`config.mk`:
```
export PLATFORM = sky130hd
export DESIGN_NAME = lgp_device_flat
export DESIGN_NICKNAME = d
export VERILOG_FILES = /design/src/lgp_pkg.sv /design/src/lgp_bus_if.sv /design/src/lgp_device.sv /design/src/lgp_seg_chan.sv /design/src/flat_wrapper.sv
export SDC_FILE = /design/constraint.sdc
export NUM_CORES = 1
export LEC_CHECK = 0
export BUFFER_PORTS_ARGS = -buffer_cell sky130_fd_sc_hd__buf_2
export CAP_MARGIN = 20
export CORE_MARGIN = 2
export CORE_UTILIZATION = 39
export CTS_CLUSTER_SIZE = 20
export DETAILED_ROUTE_END_ITERATION = 7
export PLACE_DENSITY_LB_ADDON = 0.12
export SYNTH_ARGS = -nofsm -noshare
export SYNTH_HDL_FRONTEND = slang
export SYNTH_SLANG_ARGS = --single-unit
```
`constraint.sdc`:
```
create_clock -name CLK_SYS -period 8 [get_ports CLK_SYS]
set_input_delay 0.4 -clock CLK_SYS [delete_from_list [all_inputs] [get_ports CLK_SYS]]
set_output_delay 0.4 -clock CLK_SYS [all_outputs]
set_load 0.01 [all_outputs]
```
`src/lgp_pkg.sv`:
```
// Shared constants and types for the line interface register bank
package lgp_pkg;
	localparam int ADDR_W = 8;
	localparam int DATA_W = 8;
	localparam int NUM_CH = 8;
	localparam logic [3:0] OFS_SEG7 = 4'he;
	localparam logic [3:0] OFS_SEG8 = 4'hf;
	localparam logic [ADDR_W-1:0] ADDR_GLOBAL = 8'h80;
	localparam logic [ADDR_W-1:0] ADDR_SYNTH_INPUT_SELECT = 8'h81;
	localparam logic [DATA_W-1:0] GLOBAL_RST = 8'h00;
	localparam logic [DATA_W-1:0] SYNTH_INPUT_SELECT_RST = 8'h00;
	localparam logic [DATA_W-1:0] SEG_RST = 8'h00;
	localparam logic [DATA_W-1:0] SEG_MASK = 8'h7f;
	localparam logic [DATA_W-1:0] GLOBAL_MASK = 8'hfb;
	localparam int SEG_SIGN = 6;
	localparam int G_RAIL = 7;
	localparam int G_AUTO1 = 6;
	localparam int G_RXEDGE = 5;
	localparam int G_TXEDGE = 4;
	localparam int G_POL = 3;
	localparam int G_GIE = 1;
	localparam int G_SRST = 0;
	localparam int CS_UP_LO = 3;
	localparam int CS_LO_HI = 2;
	localparam int CLK_HZ = 10000000;
	localparam int SRST_HOLD_NS = 10000;
	// Hold strictly longer than the minimum time
	localparam int SRST_HOLD_CYC = (SRST_HOLD_NS * (CLK_HZ / 1000000)) / 1000 + 1;
	localparam int SRST_CNT_W = 8;
	typedef enum logic [1:0] {LGP_OP_WR, LGP_OP_RD, LGP_OP_SRST} lgp_op_t;
endpackage

```
`src/lgp_bus_if.sv`:
```
// Microprocessor bus between host and register bank
`timescale 1ns/1ps
interface lgp_bus_if;
	logic cs;
	logic we;
	logic [7:0] addr;
	logic [7:0] wdata;
	logic [7:0] rdata;
	modport dev (input cs, input we, input addr, input wdata, output rdata);
	modport host (output cs, output we, output addr, output wdata,
		input rdata);
endinterface

```
`src/lgp_device.sv`:
```
// Device end: segment registers, global control and clock select
`timescale 1ns/1ps
// Overview of operation
// - Per-channel seventh segment at 0x0E plus 16n.
// - Per-channel eighth segment at 0x0F plus 16n.
// - Segment bit 6 is sign, one positive.
// - Global bit 7: one single rail.
// - Global bit 6 sends all ones on loss.
// - Global bit 5: one receive on falling edge.
// - Global bit 4: one transmit samples rising.
// - Global bit 3: one means active low data.
// - Global bit 1 gates all interrupts.
// - Interrupt needs channel enable and global enable; no channel enable here, IRQ is any CH_IRQ_PEND bit gated by global bit 1.
// - Host holds reset bit over ten microseconds.
// - Reset bit holds core, keeps registers.
// - Clock select bits retune synthesizer output.
// - Rate change write alters no other bits.
// - Clock select is upper and lower parts.
// - Upper-only change needs one write.
// - Both parts change in two writes.
module lgp_device
(
	// Clock and reset
	input wire logic CLK_SYS,
	input wire logic RST,
	// Register bus
	lgp_bus_if.dev BUS,
	// Channel events
	input wire logic [lgp_pkg::NUM_CH-1:0] CH_IRQ_PEND,
	input wire logic [lgp_pkg::NUM_CH-1:0] CH_SIGNAL_LOSS,
	// Global settings
	output logic RAIL_MODE_SELECT,
	output logic RX_CLOCK_EDGE_SELECT,
	output logic TX_CLOCK_EDGE_SELECT,
	output logic DATA_POLARITY_SELECT,
	output logic CORE_RESET,
	output logic [lgp_pkg::NUM_CH-1:0] SEND_ALL_ONES,
	output logic IRQ,
	// Synthesizer control
	output logic [2:0] SYNTH_INPUT_SELECT,
	output logic MASTER_RATE_SELECT,
	output logic [2:0] SYNTH_INPUT_SELECT_LOW,
	output logic LCV_OVERFLOW_SELECT,
	// Pulse segments, sign in bit 6
	output logic [lgp_pkg::NUM_CH-1:0] SEG7_SIGN,
	output logic [lgp_pkg::NUM_CH-1:0] SEG8_SIGN,
	output logic [lgp_pkg::NUM_CH*6-1:0] SEG7_MAG,
	output logic [lgp_pkg::NUM_CH*6-1:0] SEG8_MAG
);
	import lgp_pkg::*;

	// Bus decode
	logic wr;
	logic rd;
	logic hit_glb;
	logic hit_cs;
	logic hit_seg7;
	logic hit_seg8;
	logic [2:0] ch_sel;
	logic [NUM_CH-1:0] wr7;
	logic [NUM_CH-1:0] wr8;
	logic [DATA_W-1:0] seg7_w [NUM_CH];
	logic [DATA_W-1:0] seg8_w [NUM_CH];
	// Global control and clock select
	logic [DATA_W-1:0] glb_r, glb_nxt;
	logic [DATA_W-1:0] cs_r, cs_nxt;
	// Read data
	logic [DATA_W-1:0] rd_r, rd_nxt;
	// Channel events
	logic [NUM_CH-1:0] loss_s1_r, loss_s2_r;
	logic [NUM_CH-1:0] ones_r, ones_nxt;
	logic irq_r, irq_nxt;
	logic core_run;

	assign wr = BUS.cs && BUS.we;
	assign rd = BUS.cs && !BUS.we;
	// Segments live only in the lower half of the map
	assign hit_seg7 = !BUS.addr[7] && BUS.addr[3:0] == OFS_SEG7;
	assign hit_seg8 = !BUS.addr[7] && BUS.addr[3:0] == OFS_SEG8;
	assign hit_glb = BUS.addr == ADDR_GLOBAL;
	assign hit_cs = BUS.addr == ADDR_SYNTH_INPUT_SELECT;
	assign ch_sel = BUS.addr[6:4];
	assign core_run = !glb_r[G_SRST];

	// One segment pair per channel
	genvar g;
	generate
		for (g = 0; g < NUM_CH; g++)
		begin : ch
			assign wr7[g] = wr && hit_seg7 && ch_sel == 3'(g);
			assign wr8[g] = wr && hit_seg8 && ch_sel == 3'(g);
			lgp_seg_chan i_lgp_seg_chan (
				.clk(CLK_SYS),
				.rst(RST),
				.wr7(wr7[g]),
				.wr8(wr8[g]),
				.wdata(BUS.wdata),
				.seg7(seg7_w[g]),
				.seg8(seg8_w[g])
			);
			assign SEG7_SIGN[g] = seg7_w[g][SEG_SIGN];
			assign SEG8_SIGN[g] = seg8_w[g][SEG_SIGN];
			assign SEG7_MAG[g*6 +: 6] = seg7_w[g][5:0];
			assign SEG8_MAG[g*6 +: 6] = seg8_w[g][5:0];
		end
	endgenerate

	// Software reset leaves the global and clock select registers untouched
	always_comb
	begin
		glb_nxt = glb_r;
		cs_nxt = cs_r;
		if (wr && hit_glb)
			glb_nxt = BUS.wdata & GLOBAL_MASK;
		// Whole byte stored; host splits updates into the two parts
		if (wr && hit_cs)
			cs_nxt = BUS.wdata;
	end

	always_ff @(posedge CLK_SYS or posedge RST)
	begin
		if (RST)
		begin
			glb_r <= GLOBAL_RST;
			cs_r <= SYNTH_INPUT_SELECT_RST;
		end
		else
		begin
			glb_r <= glb_nxt;
			cs_r <= cs_nxt;
		end
	end

	// Read data is zero whenever no read is under way
	always_comb
	begin
		rd_nxt = '0;
		if (rd)
		begin
			// Unmapped addresses fall through and read zero
			if (hit_glb)
				rd_nxt = glb_r;
			else if (hit_cs)
				rd_nxt = cs_r;
			else if (hit_seg7)
				rd_nxt = seg7_w[ch_sel] & SEG_MASK;
			else if (hit_seg8)
				rd_nxt = seg8_w[ch_sel] & SEG_MASK;
		end
	end

	always_ff @(posedge CLK_SYS or posedge RST)
	begin
		if (RST)
			rd_r <= '0;
		else
			rd_r <= rd_nxt;
	end

	// Loss inputs are asynchronous: two flops before any logic
	always_ff @(posedge CLK_SYS or posedge RST)
	begin
		if (RST)
		begin
			loss_s1_r <= '0;
			loss_s2_r <= '0;
		end
		else
		begin
			loss_s1_r <= CH_SIGNAL_LOSS;
			loss_s2_r <= loss_s1_r;
		end
	end

	// Substitution and interrupt held off while the core is in reset
	always_comb
	begin
		ones_nxt = '0;
		irq_nxt = 1'b0;
		if (core_run && glb_r[G_AUTO1])
			ones_nxt = loss_s2_r;
		if (core_run && glb_r[G_GIE])
			irq_nxt = |CH_IRQ_PEND;
	end

	always_ff @(posedge CLK_SYS or posedge RST)
	begin
		if (RST)
		begin
			ones_r <= '0;
			irq_r <= 1'b0;
		end
		else
		begin
			ones_r <= ones_nxt;
			irq_r <= irq_nxt;
		end
	end

	// Outputs straight from flops, no decode glitches
	assign BUS.rdata = rd_r;
	assign RAIL_MODE_SELECT = glb_r[G_RAIL];
	assign RX_CLOCK_EDGE_SELECT = glb_r[G_RXEDGE];
	assign TX_CLOCK_EDGE_SELECT = glb_r[G_TXEDGE];
	assign DATA_POLARITY_SELECT = glb_r[G_POL];
	assign CORE_RESET = glb_r[G_SRST];
	assign SEND_ALL_ONES = ones_r;
	assign IRQ = irq_r;
	assign LCV_OVERFLOW_SELECT = cs_r[7];
	assign SYNTH_INPUT_SELECT = cs_r[6:4];
	assign MASTER_RATE_SELECT = cs_r[CS_UP_LO];
	assign SYNTH_INPUT_SELECT_LOW = cs_r[CS_LO_HI:0];
endmodule

```
`src/lgp_seg_chan.sv`:
```
// One channel's seventh and eighth pulse segment registers
`timescale 1ns/1ps
module lgp_seg_chan
(
	input wire logic clk,
	input wire logic rst,
	input wire logic wr7,
	input wire logic wr8,
	input wire logic [lgp_pkg::DATA_W-1:0] wdata,
	output logic [lgp_pkg::DATA_W-1:0] seg7,
	output logic [lgp_pkg::DATA_W-1:0] seg8
);
	import lgp_pkg::*;
	logic [DATA_W-1:0] seg7_r, seg7_nxt, seg8_r, seg8_nxt;
	always_comb
	begin
		seg7_nxt = seg7_r;
		seg8_nxt = seg8_r;
		if (wr7)
			seg7_nxt = wdata & SEG_MASK;
		if (wr8)
			seg8_nxt = wdata & SEG_MASK;
	end
	// Register bits survive a software reset, so only RST clears them
	always_ff @(posedge clk or posedge rst)
	begin
		if (rst)
		begin
			seg7_r <= SEG_RST;
			seg8_r <= SEG_RST;
		end
		else
		begin
			seg7_r <= seg7_nxt;
			seg8_r <= seg8_nxt;
		end
	end
	assign seg7 = seg7_r;
	assign seg8 = seg8_r;
endmodule

```
`src/flat_wrapper.sv`:
```
// flat-port wrapper written by rule: the top's interface ports become plain ports
module lgp_device_flat import lgp_pkg::*;
  (CLK_SYS, RST, CH_IRQ_PEND, CH_SIGNAL_LOSS, RAIL_MODE_SELECT, RX_CLOCK_EDGE_SELECT, TX_CLOCK_EDGE_SELECT, DATA_POLARITY_SELECT, CORE_RESET, SEND_ALL_ONES, IRQ, SYNTH_INPUT_SELECT, MASTER_RATE_SELECT, SYNTH_INPUT_SELECT_LOW, LCV_OVERFLOW_SELECT, SEG7_SIGN, SEG8_SIGN, SEG7_MAG, SEG8_MAG, BUS_cs, BUS_we, BUS_addr, BUS_wdata, BUS_rdata);
  lgp_bus_if BUS_i ();
  input wire logic CLK_SYS;
  input wire logic RST;
  input wire logic [lgp_pkg::NUM_CH-1:0] CH_IRQ_PEND;
  input wire logic [lgp_pkg::NUM_CH-1:0] CH_SIGNAL_LOSS;
  output logic RAIL_MODE_SELECT;
  output logic RX_CLOCK_EDGE_SELECT;
  output logic TX_CLOCK_EDGE_SELECT;
  output logic DATA_POLARITY_SELECT;
  output logic CORE_RESET;
  output logic [lgp_pkg::NUM_CH-1:0] SEND_ALL_ONES;
  output logic IRQ;
  output logic [2:0] SYNTH_INPUT_SELECT;
  output logic MASTER_RATE_SELECT;
  output logic [2:0] SYNTH_INPUT_SELECT_LOW;
  output logic LCV_OVERFLOW_SELECT;
  output logic [lgp_pkg::NUM_CH-1:0] SEG7_SIGN;
  output logic [lgp_pkg::NUM_CH-1:0] SEG8_SIGN;
  output logic [lgp_pkg::NUM_CH*6-1:0] SEG7_MAG;
  output logic [lgp_pkg::NUM_CH*6-1:0] SEG8_MAG;
  input wire logic [$bits(BUS_i.cs)-1:0] BUS_cs;
  input wire logic [$bits(BUS_i.we)-1:0] BUS_we;
  input wire logic [$bits(BUS_i.addr)-1:0] BUS_addr;
  input wire logic [$bits(BUS_i.wdata)-1:0] BUS_wdata;
  output wire logic [$bits(BUS_i.rdata)-1:0] BUS_rdata;
  assign BUS_i.cs = BUS_cs;
  assign BUS_i.we = BUS_we;
  assign BUS_i.addr = BUS_addr;
  assign BUS_i.wdata = BUS_wdata;
  assign BUS_rdata = BUS_i.rdata;
  lgp_device u_core (.CLK_SYS(CLK_SYS), .RST(RST), .BUS(BUS_i), .CH_IRQ_PEND(CH_IRQ_PEND), .CH_SIGNAL_LOSS(CH_SIGNAL_LOSS), .RAIL_MODE_SELECT(RAIL_MODE_SELECT), .RX_CLOCK_EDGE_SELECT(RX_CLOCK_EDGE_SELECT), .TX_CLOCK_EDGE_SELECT(TX_CLOCK_EDGE_SELECT), .DATA_POLARITY_SELECT(DATA_POLARITY_SELECT), .CORE_RESET(CORE_RESET), .SEND_ALL_ONES(SEND_ALL_ONES), .IRQ(IRQ), .SYNTH_INPUT_SELECT(SYNTH_INPUT_SELECT), .MASTER_RATE_SELECT(MASTER_RATE_SELECT), .SYNTH_INPUT_SELECT_LOW(SYNTH_INPUT_SELECT_LOW), .LCV_OVERFLOW_SELECT(LCV_OVERFLOW_SELECT), .SEG7_SIGN(SEG7_SIGN), .SEG8_SIGN(SEG8_SIGN), .SEG7_MAG(SEG7_MAG), .SEG8_MAG(SEG8_MAG));
endmodule
```
==> Flow_metrics.wiki, run 1 <==
{| class="wikitable"
! Metric !! Value
|-
| Via count of the first global-routing pass || 4,861
|-
| Number of optimization iterations in the first detailed-route pass || 4
|-
| Async set or reset register ratio after synthesis || 100.0%
|-
| Via density || 5.309
|-
| Filler instances || 1,600
|-
| Pleak || 4.599 nW
|-
| Final weighted congestion in routability-driven placement || 0.8099
|-
| Slew Viols, Final || 0
|-
| Type of element launching the critical path || primary input
|-
| Ranking of synthesized cells by area || dfrtp_1, mux2_2, mux4_2
|-
| Clock-pin slew on the worst setup and hold paths || 70 ps
|-
| Source of the worst hold timing path || CH_SIGNAL_LOSS[2]
|-
| Total standard cell area after synthesis || 7004 µm²
|-
| FF+latch count, synth || 160
|-
| Initial Utilization || 39.39%
|-
| Mapped Cells || 461
|-
| HPWL Detailed || 14.00 mm
|-
| Maximum VDD drop || 0.1447 mV
|-
| Tmin final || 2565 ps
|-
| Fraction of the mapped netlist area in adder cells || 0%
|-
| Std-Cell Core Area || 17,780 µm²
|-
| Worst hold margin || 74.19 ps
|-
| Number of antenna diodes || 0
|-
| Area growth from synthesis to layout || 23.45%
|-
| Clock buffer depth || 2
|-
| Hold bufs inserted after CTS || 0
|-
| Core occupancy in the finished layout || 48.63%
|-
| Buffers inserted by post-CTS timing repair || 0
|-
| Peak Freq || 389.9 MHz
|-
| Largest net degree at the start of global routing || 84
|-
| Vias after detailed routing || 4,667
|-
| Post-placement setup slack || 5009 ps
|-
| Synth Area in Simple Gates || 7.038%
|-
| Post-CTS sizing || 0
|-
| Worst Reg2Reg Path Length in Cells || 4
|-
| RR Startpoint || u_core.ch[2].i_lgp_seg_chan.seg7[2]
|-
| Mux cell area share after synthesis || 30.35%
|-
| Buffer type at the clock tree root || clkbuf_16
|-
| Post-layout total power || 1.755 mW
|-
| CTS Sinks || 160
|-
| Vert. Die Dim || 138.0 µm
|-
| Power density of the placed cells || 203.0 nW/µm²
|-
| Fin worst setup slack || 5435 ps
|-
| Actual transition at the worst max-transition pin || 936.6 ps
|-
| Xor/xnor share of the synthesized area || 0%
|-
| Number of setup violations in the final report || 0
|-
| Average routed wire per standard cell || 23.22 µm
|-
| Filler-free cell count of the finished design || 879
|-
| Share of final-layout standard cells stronger than drive strength 1 || 59.23%
|-
| Width of the die || 138.0 µm
|-
| Count of buffers from port buffering || 177
|-
| Critical path fanouts, max || 27
|-
| Critical path data arrival time || 2870 ps
|-
| Site Rows || 49
|-
| Biggest area consumer among synthesized cells || dfrtp_1
|-
| Count of different cell masters after synthesis || 40
|-
| Ports || 178
|-
| Main combinational cell family by area after synthesis || multiplexers
|-
| Max-Cap Viols || 0
|-
| Synthesized netlist net count || 497
|-
| Crit share post-route || 32.06%
|-
| Most instantiated flip-flop cell in the synthesis netlist || dfrtp_1
|-
| Number of buffers created by CTS || 17
|-
| Compound-cell area share of the yosys netlist || 3.323%
|-
| # placed instances || 846
|-
| Final non-filler cell area || 8647 µm²
|-
| Detailed router's first-iteration violation count || 256
|-
| Worst path required time || 8310 ps
|-
| Clock tree from TritonCTS || done
|-
| Clk Latency, worst-skew pair || 430 ps
|-
| H-tree level count || 4
|-
| Layout Nets || 673
|-
| Start-to-end type of the worst setup path || primary input to flip-flop
|-
| Hold Path Class || primary input to flip-flop
|-
| Portion of synthesized cell area occupied by the leading cell type || 57.16%
|-
| Area of the die || 19,050 µm²
|-
| Global Route Usage Sum || 21.76%
|-
| Initial antenna violation count || 0
|-
| RSZ-0062 raised after global routing || no
|-
| Relative max-transition margin || 37.56%
|-
| Result of the run || completed
|-
| Sequential fraction of the synthesis area || 57.16%
|-
| Drc violations || 0
|-
| Endpoint kind of the worst setup timing path || flip-flop
|-
| Final antenna-violating net count || 0
|-
| Mean instance size in the synthesized netlist || 15.19 µm²
|-
| First-pass GRT wire length || 31.15 mm
|-
| Setup TNS || 0 ps
|-
| Final hold violation count || 0
|-
| Number of warning messages in the yosys log || 0
|-
| Total wire length || 20.41 mm
|-
| Number of cells on the worst hold path || 1
|-
| Worst clock skew || 8.771 ps
|-
| Post-detailed-placement cell area || 8055 µm²
|-
| Beginning of the critical path || BUS_addr[4]
|-
| Count of flip-flops with a built-in enable after synthesis || 0
|-
| Leftover overflow at the end of global routing || 0
|}
==> layout make-up <==
| type | count | area [µm²] | share of cell area (%) |
|---|---|---|---|
| well taps | 229 | 286.5 | 3.314 |
| repair buffers | 180 | 928.4 | 10.74 |
| flip-flops and latches | 160 | 4004 | 46.30 |
| multi-input cells | 276 | 2851 | 32.98 |
| inverters | 2 | 12.51 | 0.1447 |
| clock inverters | 15 | 138.9 | 1.606 |
| clock buffers | 17 | 425.4 | 4.920 |
==> layer usage <==
metal,wire length [µm],vias to the layer above,global-route usage (%)
li1,-,2064,-
met1,8970,2418,30.62
met4,219,0,5.371
met2,9731,167,34.03
met3,1490,18,5.611
met5,0,-,0
==> power by group <==
part	leakage, nW	switching [mW]	total (mW)	internal (mW)
logic	2.15	0.0789	0.129	0.0504
registers	2.19	0.0156	0.846	0.831
clock network	0.267	0.367	0.779	0.412
total	4.60	0.462	1.76	1.29
==> state kept, by name, summed over array words and instances (netlist names), 7 cells and up <==
name	flops
u_core.cs_r	8
u_core.BUS.rdata	8
u_core.loss_s2_r	8
u_core.ch.i_lgp_seg_chan.seg7	56
u_core.glb_r	7
u_core.loss_s1_r	8
u_core.SEND_ALL_ONES	8
u_core.ch.i_lgp_seg_chan.seg8	56
==> logic make-up (layout without fill, tap and decap cells) <==
logic type / Yosys count / count (layout)
flops: 160 / 160
simple gates: 66 / 66
buf+inv: 25 / 214
mux: 173 / 173
compound gates: 37 / 37
==> final timing paths <==
check / slack (ps) / endpoint
max in group asynchronous: 6690 / u_core.ch[0].i_lgp_seg_chan.seg7[4]
worst min register to register: 350 / u_core.loss_s2_r[3]
worst max-delay path: 5430 / u_core.glb_r[5]
worst max register to register: 6330 / u_core.BUS.rdata[2]
min in group asynchronous: 90 / u_core.ch[1].i_lgp_seg_chan.seg8[4]
worst min-delay path: 70 / u_core.loss_s1_r[2]
==> Yosys cell counts, types with 2 or more instances <==
master and instances:
a21oi_1 4, a22oi_1 12, a31oi_1 6, and2_1 8
and3_1 4, and4_1 3, buf_2 5, buf_4 3
buf_6 5, clkbuf_1 9, dfrtp_1 160, inv_1 2
mux2_2 123, mux2_4 8, mux2i_1 26, mux4_2 16
nand2_1 5, nand2_2 2, nand2b_1 3, nand3_1 5
nand4_4 2, nor2_1 3, nor2_2 11, nor2_4 2
nor2b_1 4, nor3_4 3, nor4_1 3, o21ai_0 12
==> critical path, stage by stage <==
cell     delay [ps]
buf_2           390
nor2_1          760
and3_1          560
nand2_4         170
nor2_8          200
mux2_2          360
==> placed cells by master, fill, tap and decap left out, types with 5 or more instances in the layout <==
cell and count:
inv_8 5, buf_2 177, and2_1 8, inv_6 6, mux2i_1 26, mux2_2 123
clkbuf_16 17, a31oi_1 6, o21ai_0 12, nand3_1 5, mux2_4 8, a22oi_1 12
mux4_2 16, nand2_1 5, nor2_2 11, dfrtp_1 160
Power figures use the tool's default switching activity.
==> run 2: changes to the inputs <==
Clock period 8 ns to 2.6 ns, I/O delays scaled along.
==> run 2 against run 1 <==
Against the previous run:
- clock skew barely moved
- worst hold slack improved by 120 ps
- via count up 3.9%
- power grew to 3.2 times the previous value
- critical path type unchanged
- critical endpoint is now u_core.IRQ
- largest cell class unchanged
==> Flow_metrics.wiki, run 2 (synthesis results as in run 1) <==
{| class="wikitable"
! Metric !! Value
|-
| Tmin final || 1828 ps
|-
| Std-Cell Core Area || 17,780 µm²
|-
| Worst hold margin || 192.8 ps
|-
| Internal power consumption || 4.106 mW
|-
| Most used cell along the critical path || dlygate4sd3_1
|-
| Fin worst setup slack || 772.2 ps
|-
| Reported net switching power || 1.445 mW
|-
| Start-to-end type of the worst setup path || primary input to flip-flop
|-
| Post-layout total power || 5.551 mW
|-
| Buffer type at the clock tree root || clkbuf_16
|-
| Via count of the first global-routing pass || 5,029
|-
| Maximum VDD drop || 0.4393 mV
|-
| Largest net degree at the start of global routing || 43
|-
| Max stage delay on crit path || 590 ps
|-
| Power share of the sequential group || 46.9%
|-
| Clock buffer depth || 2
|-
| Commonest cells after routing, fill and taps aside || buf_2, dfrtp_1, mux2_2, mux2i_1
|-
| Site Rows || 49
|-
| Final hold violation count || 0
|-
| Clk Latency, worst-skew pair || 430 ps
|-
| Sw frac || 26.03%
|-
| Leading cell type in the layout, fill and taps excluded || buf_2
|-
| Type of element launching the critical path || primary input
|-
| Initial antenna violation count || 0
|-
| Number of buffers created by CTS || 17
|-
| Power density of the placed cells || 615.8 nW/µm²
|-
| HPWL Detailed || 14.99 mm
|-
| Portion of total power attributed to combinational logic || 7.6%
|-
| Share of final-layout standard cells stronger than drive strength 1 || 59.30%
|-
| Area growth from synthesis to layout || 28.69%
|-
| Actual transition at the worst max-transition pin || 799.7 ps
|-
| Clock-pin slew on the worst setup and hold paths || 70 ps
|-
| Crit share post-route || 70.30%
|-
| Pleak || 4.789 nW
|-
| Relative max-transition margin || 46.58%
|-
| Buffers inserted by post-CTS timing repair || 0
|-
| Result of the run || completed
|-
| Peak Freq || 547.1 MHz
|-
| Post-placement setup slack || 401.6 ps
|-
| Number of antenna diodes || 0
|-
| Hold Path Class || primary input to flip-flop
|-
| Global Route Usage Sum || 22.31%
|-
| Critical path fanouts, max || 1
|-
| Setup TNS || 0 ps
|-
| Via density || 5.315
|-
| Vert. Die Dim || 138.0 µm
|-
| Area of the die || 19,050 µm²
|-
| Clock tree from TritonCTS || done
|-
| Vias after detailed routing || 4,847
|-
| Endpoint kind of the worst setup timing path || flip-flop
|-
| CTS Sinks || 160
|-
| Post-detailed-placement cell area || 8287 µm²
|-
| Final antenna-violating net count || 0
|-
| Detailed router's first-iteration violation count || 303
|-
| Count of buffers from port buffering || 177
|-
| Max-Cap Viols || 0
|-
| Drc violations || 0
|-
| Final weighted congestion in routability-driven placement || 0.8693
|-
| Worst path required time || 2910 ps
|-
| Slew Viols, Final || 0
|-
| Critical path data arrival time || 2140 ps
|-
| Ports || 178
|-
| Layout Nets || 706
|-
| RSZ-0062 raised after global routing || no
|-
| Final non-filler cell area || 9014 µm²
|-
| Initial Utilization || 39.39%
|-
| Leftover overflow at the end of global routing || 0
|-
| Number of optimization iterations in the first detailed-route pass || 4
|-
| Number of setup violations in the final report || 0
|-
| Worst clock skew || 9.208 ps
|-
| Average routed wire per standard cell || 22.63 µm
|-
| Total wire length || 20.63 mm
|-
| Filler instances || 1,559
|-
| Sequence of cells on the critical path || dlygate4sd3_1 -> buf_2 -> nor4_1 -> dlygate4sd3_1 -> a21oi_1 -> dlygate4sd3_1
|-
| First-pass GRT wire length || 31.90 mm
|-
| Cell at the slowest stage of the critical path || dlygate4sd3_1
|-
| H-tree level count || 4
|-
| Width of the die || 138.0 µm
|-
| Fraction of power consumed by the clock network || 45.5%
|}
[run 2: cell types whose count changed in the layout (fill, tap and decap cells not counted), sizes merged]
cell and change:
buf +20, bufinv +1, clkinv +2, dlygate4sd3 +13, inv -3
[run 2: power by group through the flow]
stage               combinational (mW)  sequential, mW  clock [mW]
floorplan                        0.211            2.67           0
global placement                 0.407            2.65           0
detailed placement               0.413            2.65           0
CTS                              0.428            2.60        2.58
global route                     0.460            2.61        2.69
finish                           0.421            2.60        2.52
[run 2: repair_timing]
action | in CTS | in global routing
resized for setup | 0 | 0
hold buffers | 13 | 0
hold endpoints to repair | 41 | 0
[run 2: per-stage QoR]
step           cells  utilization, %
4_1_cts          912           50.70
3_5_place_dp     867           46.61
6_report         912           50.70
5_1_grt          912           50.70
3_3_place_gp     867           46.61
2_1_floorplan    461               -
[run 2: routing by layer]
layer / vias to the layer above / routed length, µm / GRT usage [%]
met4: 0 / 376 / 6.552
li1: 2126 / - / -
met2: 186 / 9566 / 33.45
met5: - / 0 / 0
met3: 27 / 1143 / 5.785
met1: 2508 / 9547 / 32.20
[run 2: critical path, delay by kind of cell]
kind / cells / cell delay [ps]
buffers and inverters: 4 / 1790
AND/OR/NAND/NOR: 1 / 150
AO/OA/AOI/OAI: 1 / 60
[run 2: area by class of cell]
cell class,count,area [µm²],area share [%]
Sequential cell,160,4004,44.42
Multi-Input combinational cell,276,2851,31.64
Timing Repair Buffer,213,1264,14.02
Clock buffer,17,425.4,4.720
Tap cell,229,286.5,3.179
Clock inverter,15,171.4,1.902
Inverter,2,11.26,0.1249
[run 2: path summary, 6_finish.rpt]
| path | startpoint | to | slack, ps | cells after the start |
|---|---|---|---|---|
| worst max-delay path | CH_IRQ_PEND[6] | u_core.IRQ | 770 | 6 |
| max in group asynchronous | RST | u_core.ch[2].i_lgp_seg_chan.seg7[3] | 1480 | 4 |
| min in group asynchronous | RST | u_core.ch[3].i_lgp_seg_chan.seg7[5] | 400 | 3 |
| worst max register to register | u_core.ch[7].i_lgp_seg_chan.seg7[2] | u_core.BUS.rdata[2] | 1050 | 4 |
| worst min-delay path | BUS_wdata[2] | u_core.cs_r[2] | 190 | 2 |
| worst min register to register | u_core.loss_s1_r[6] | u_core.loss_s2_r[6] | 350 | 0 |
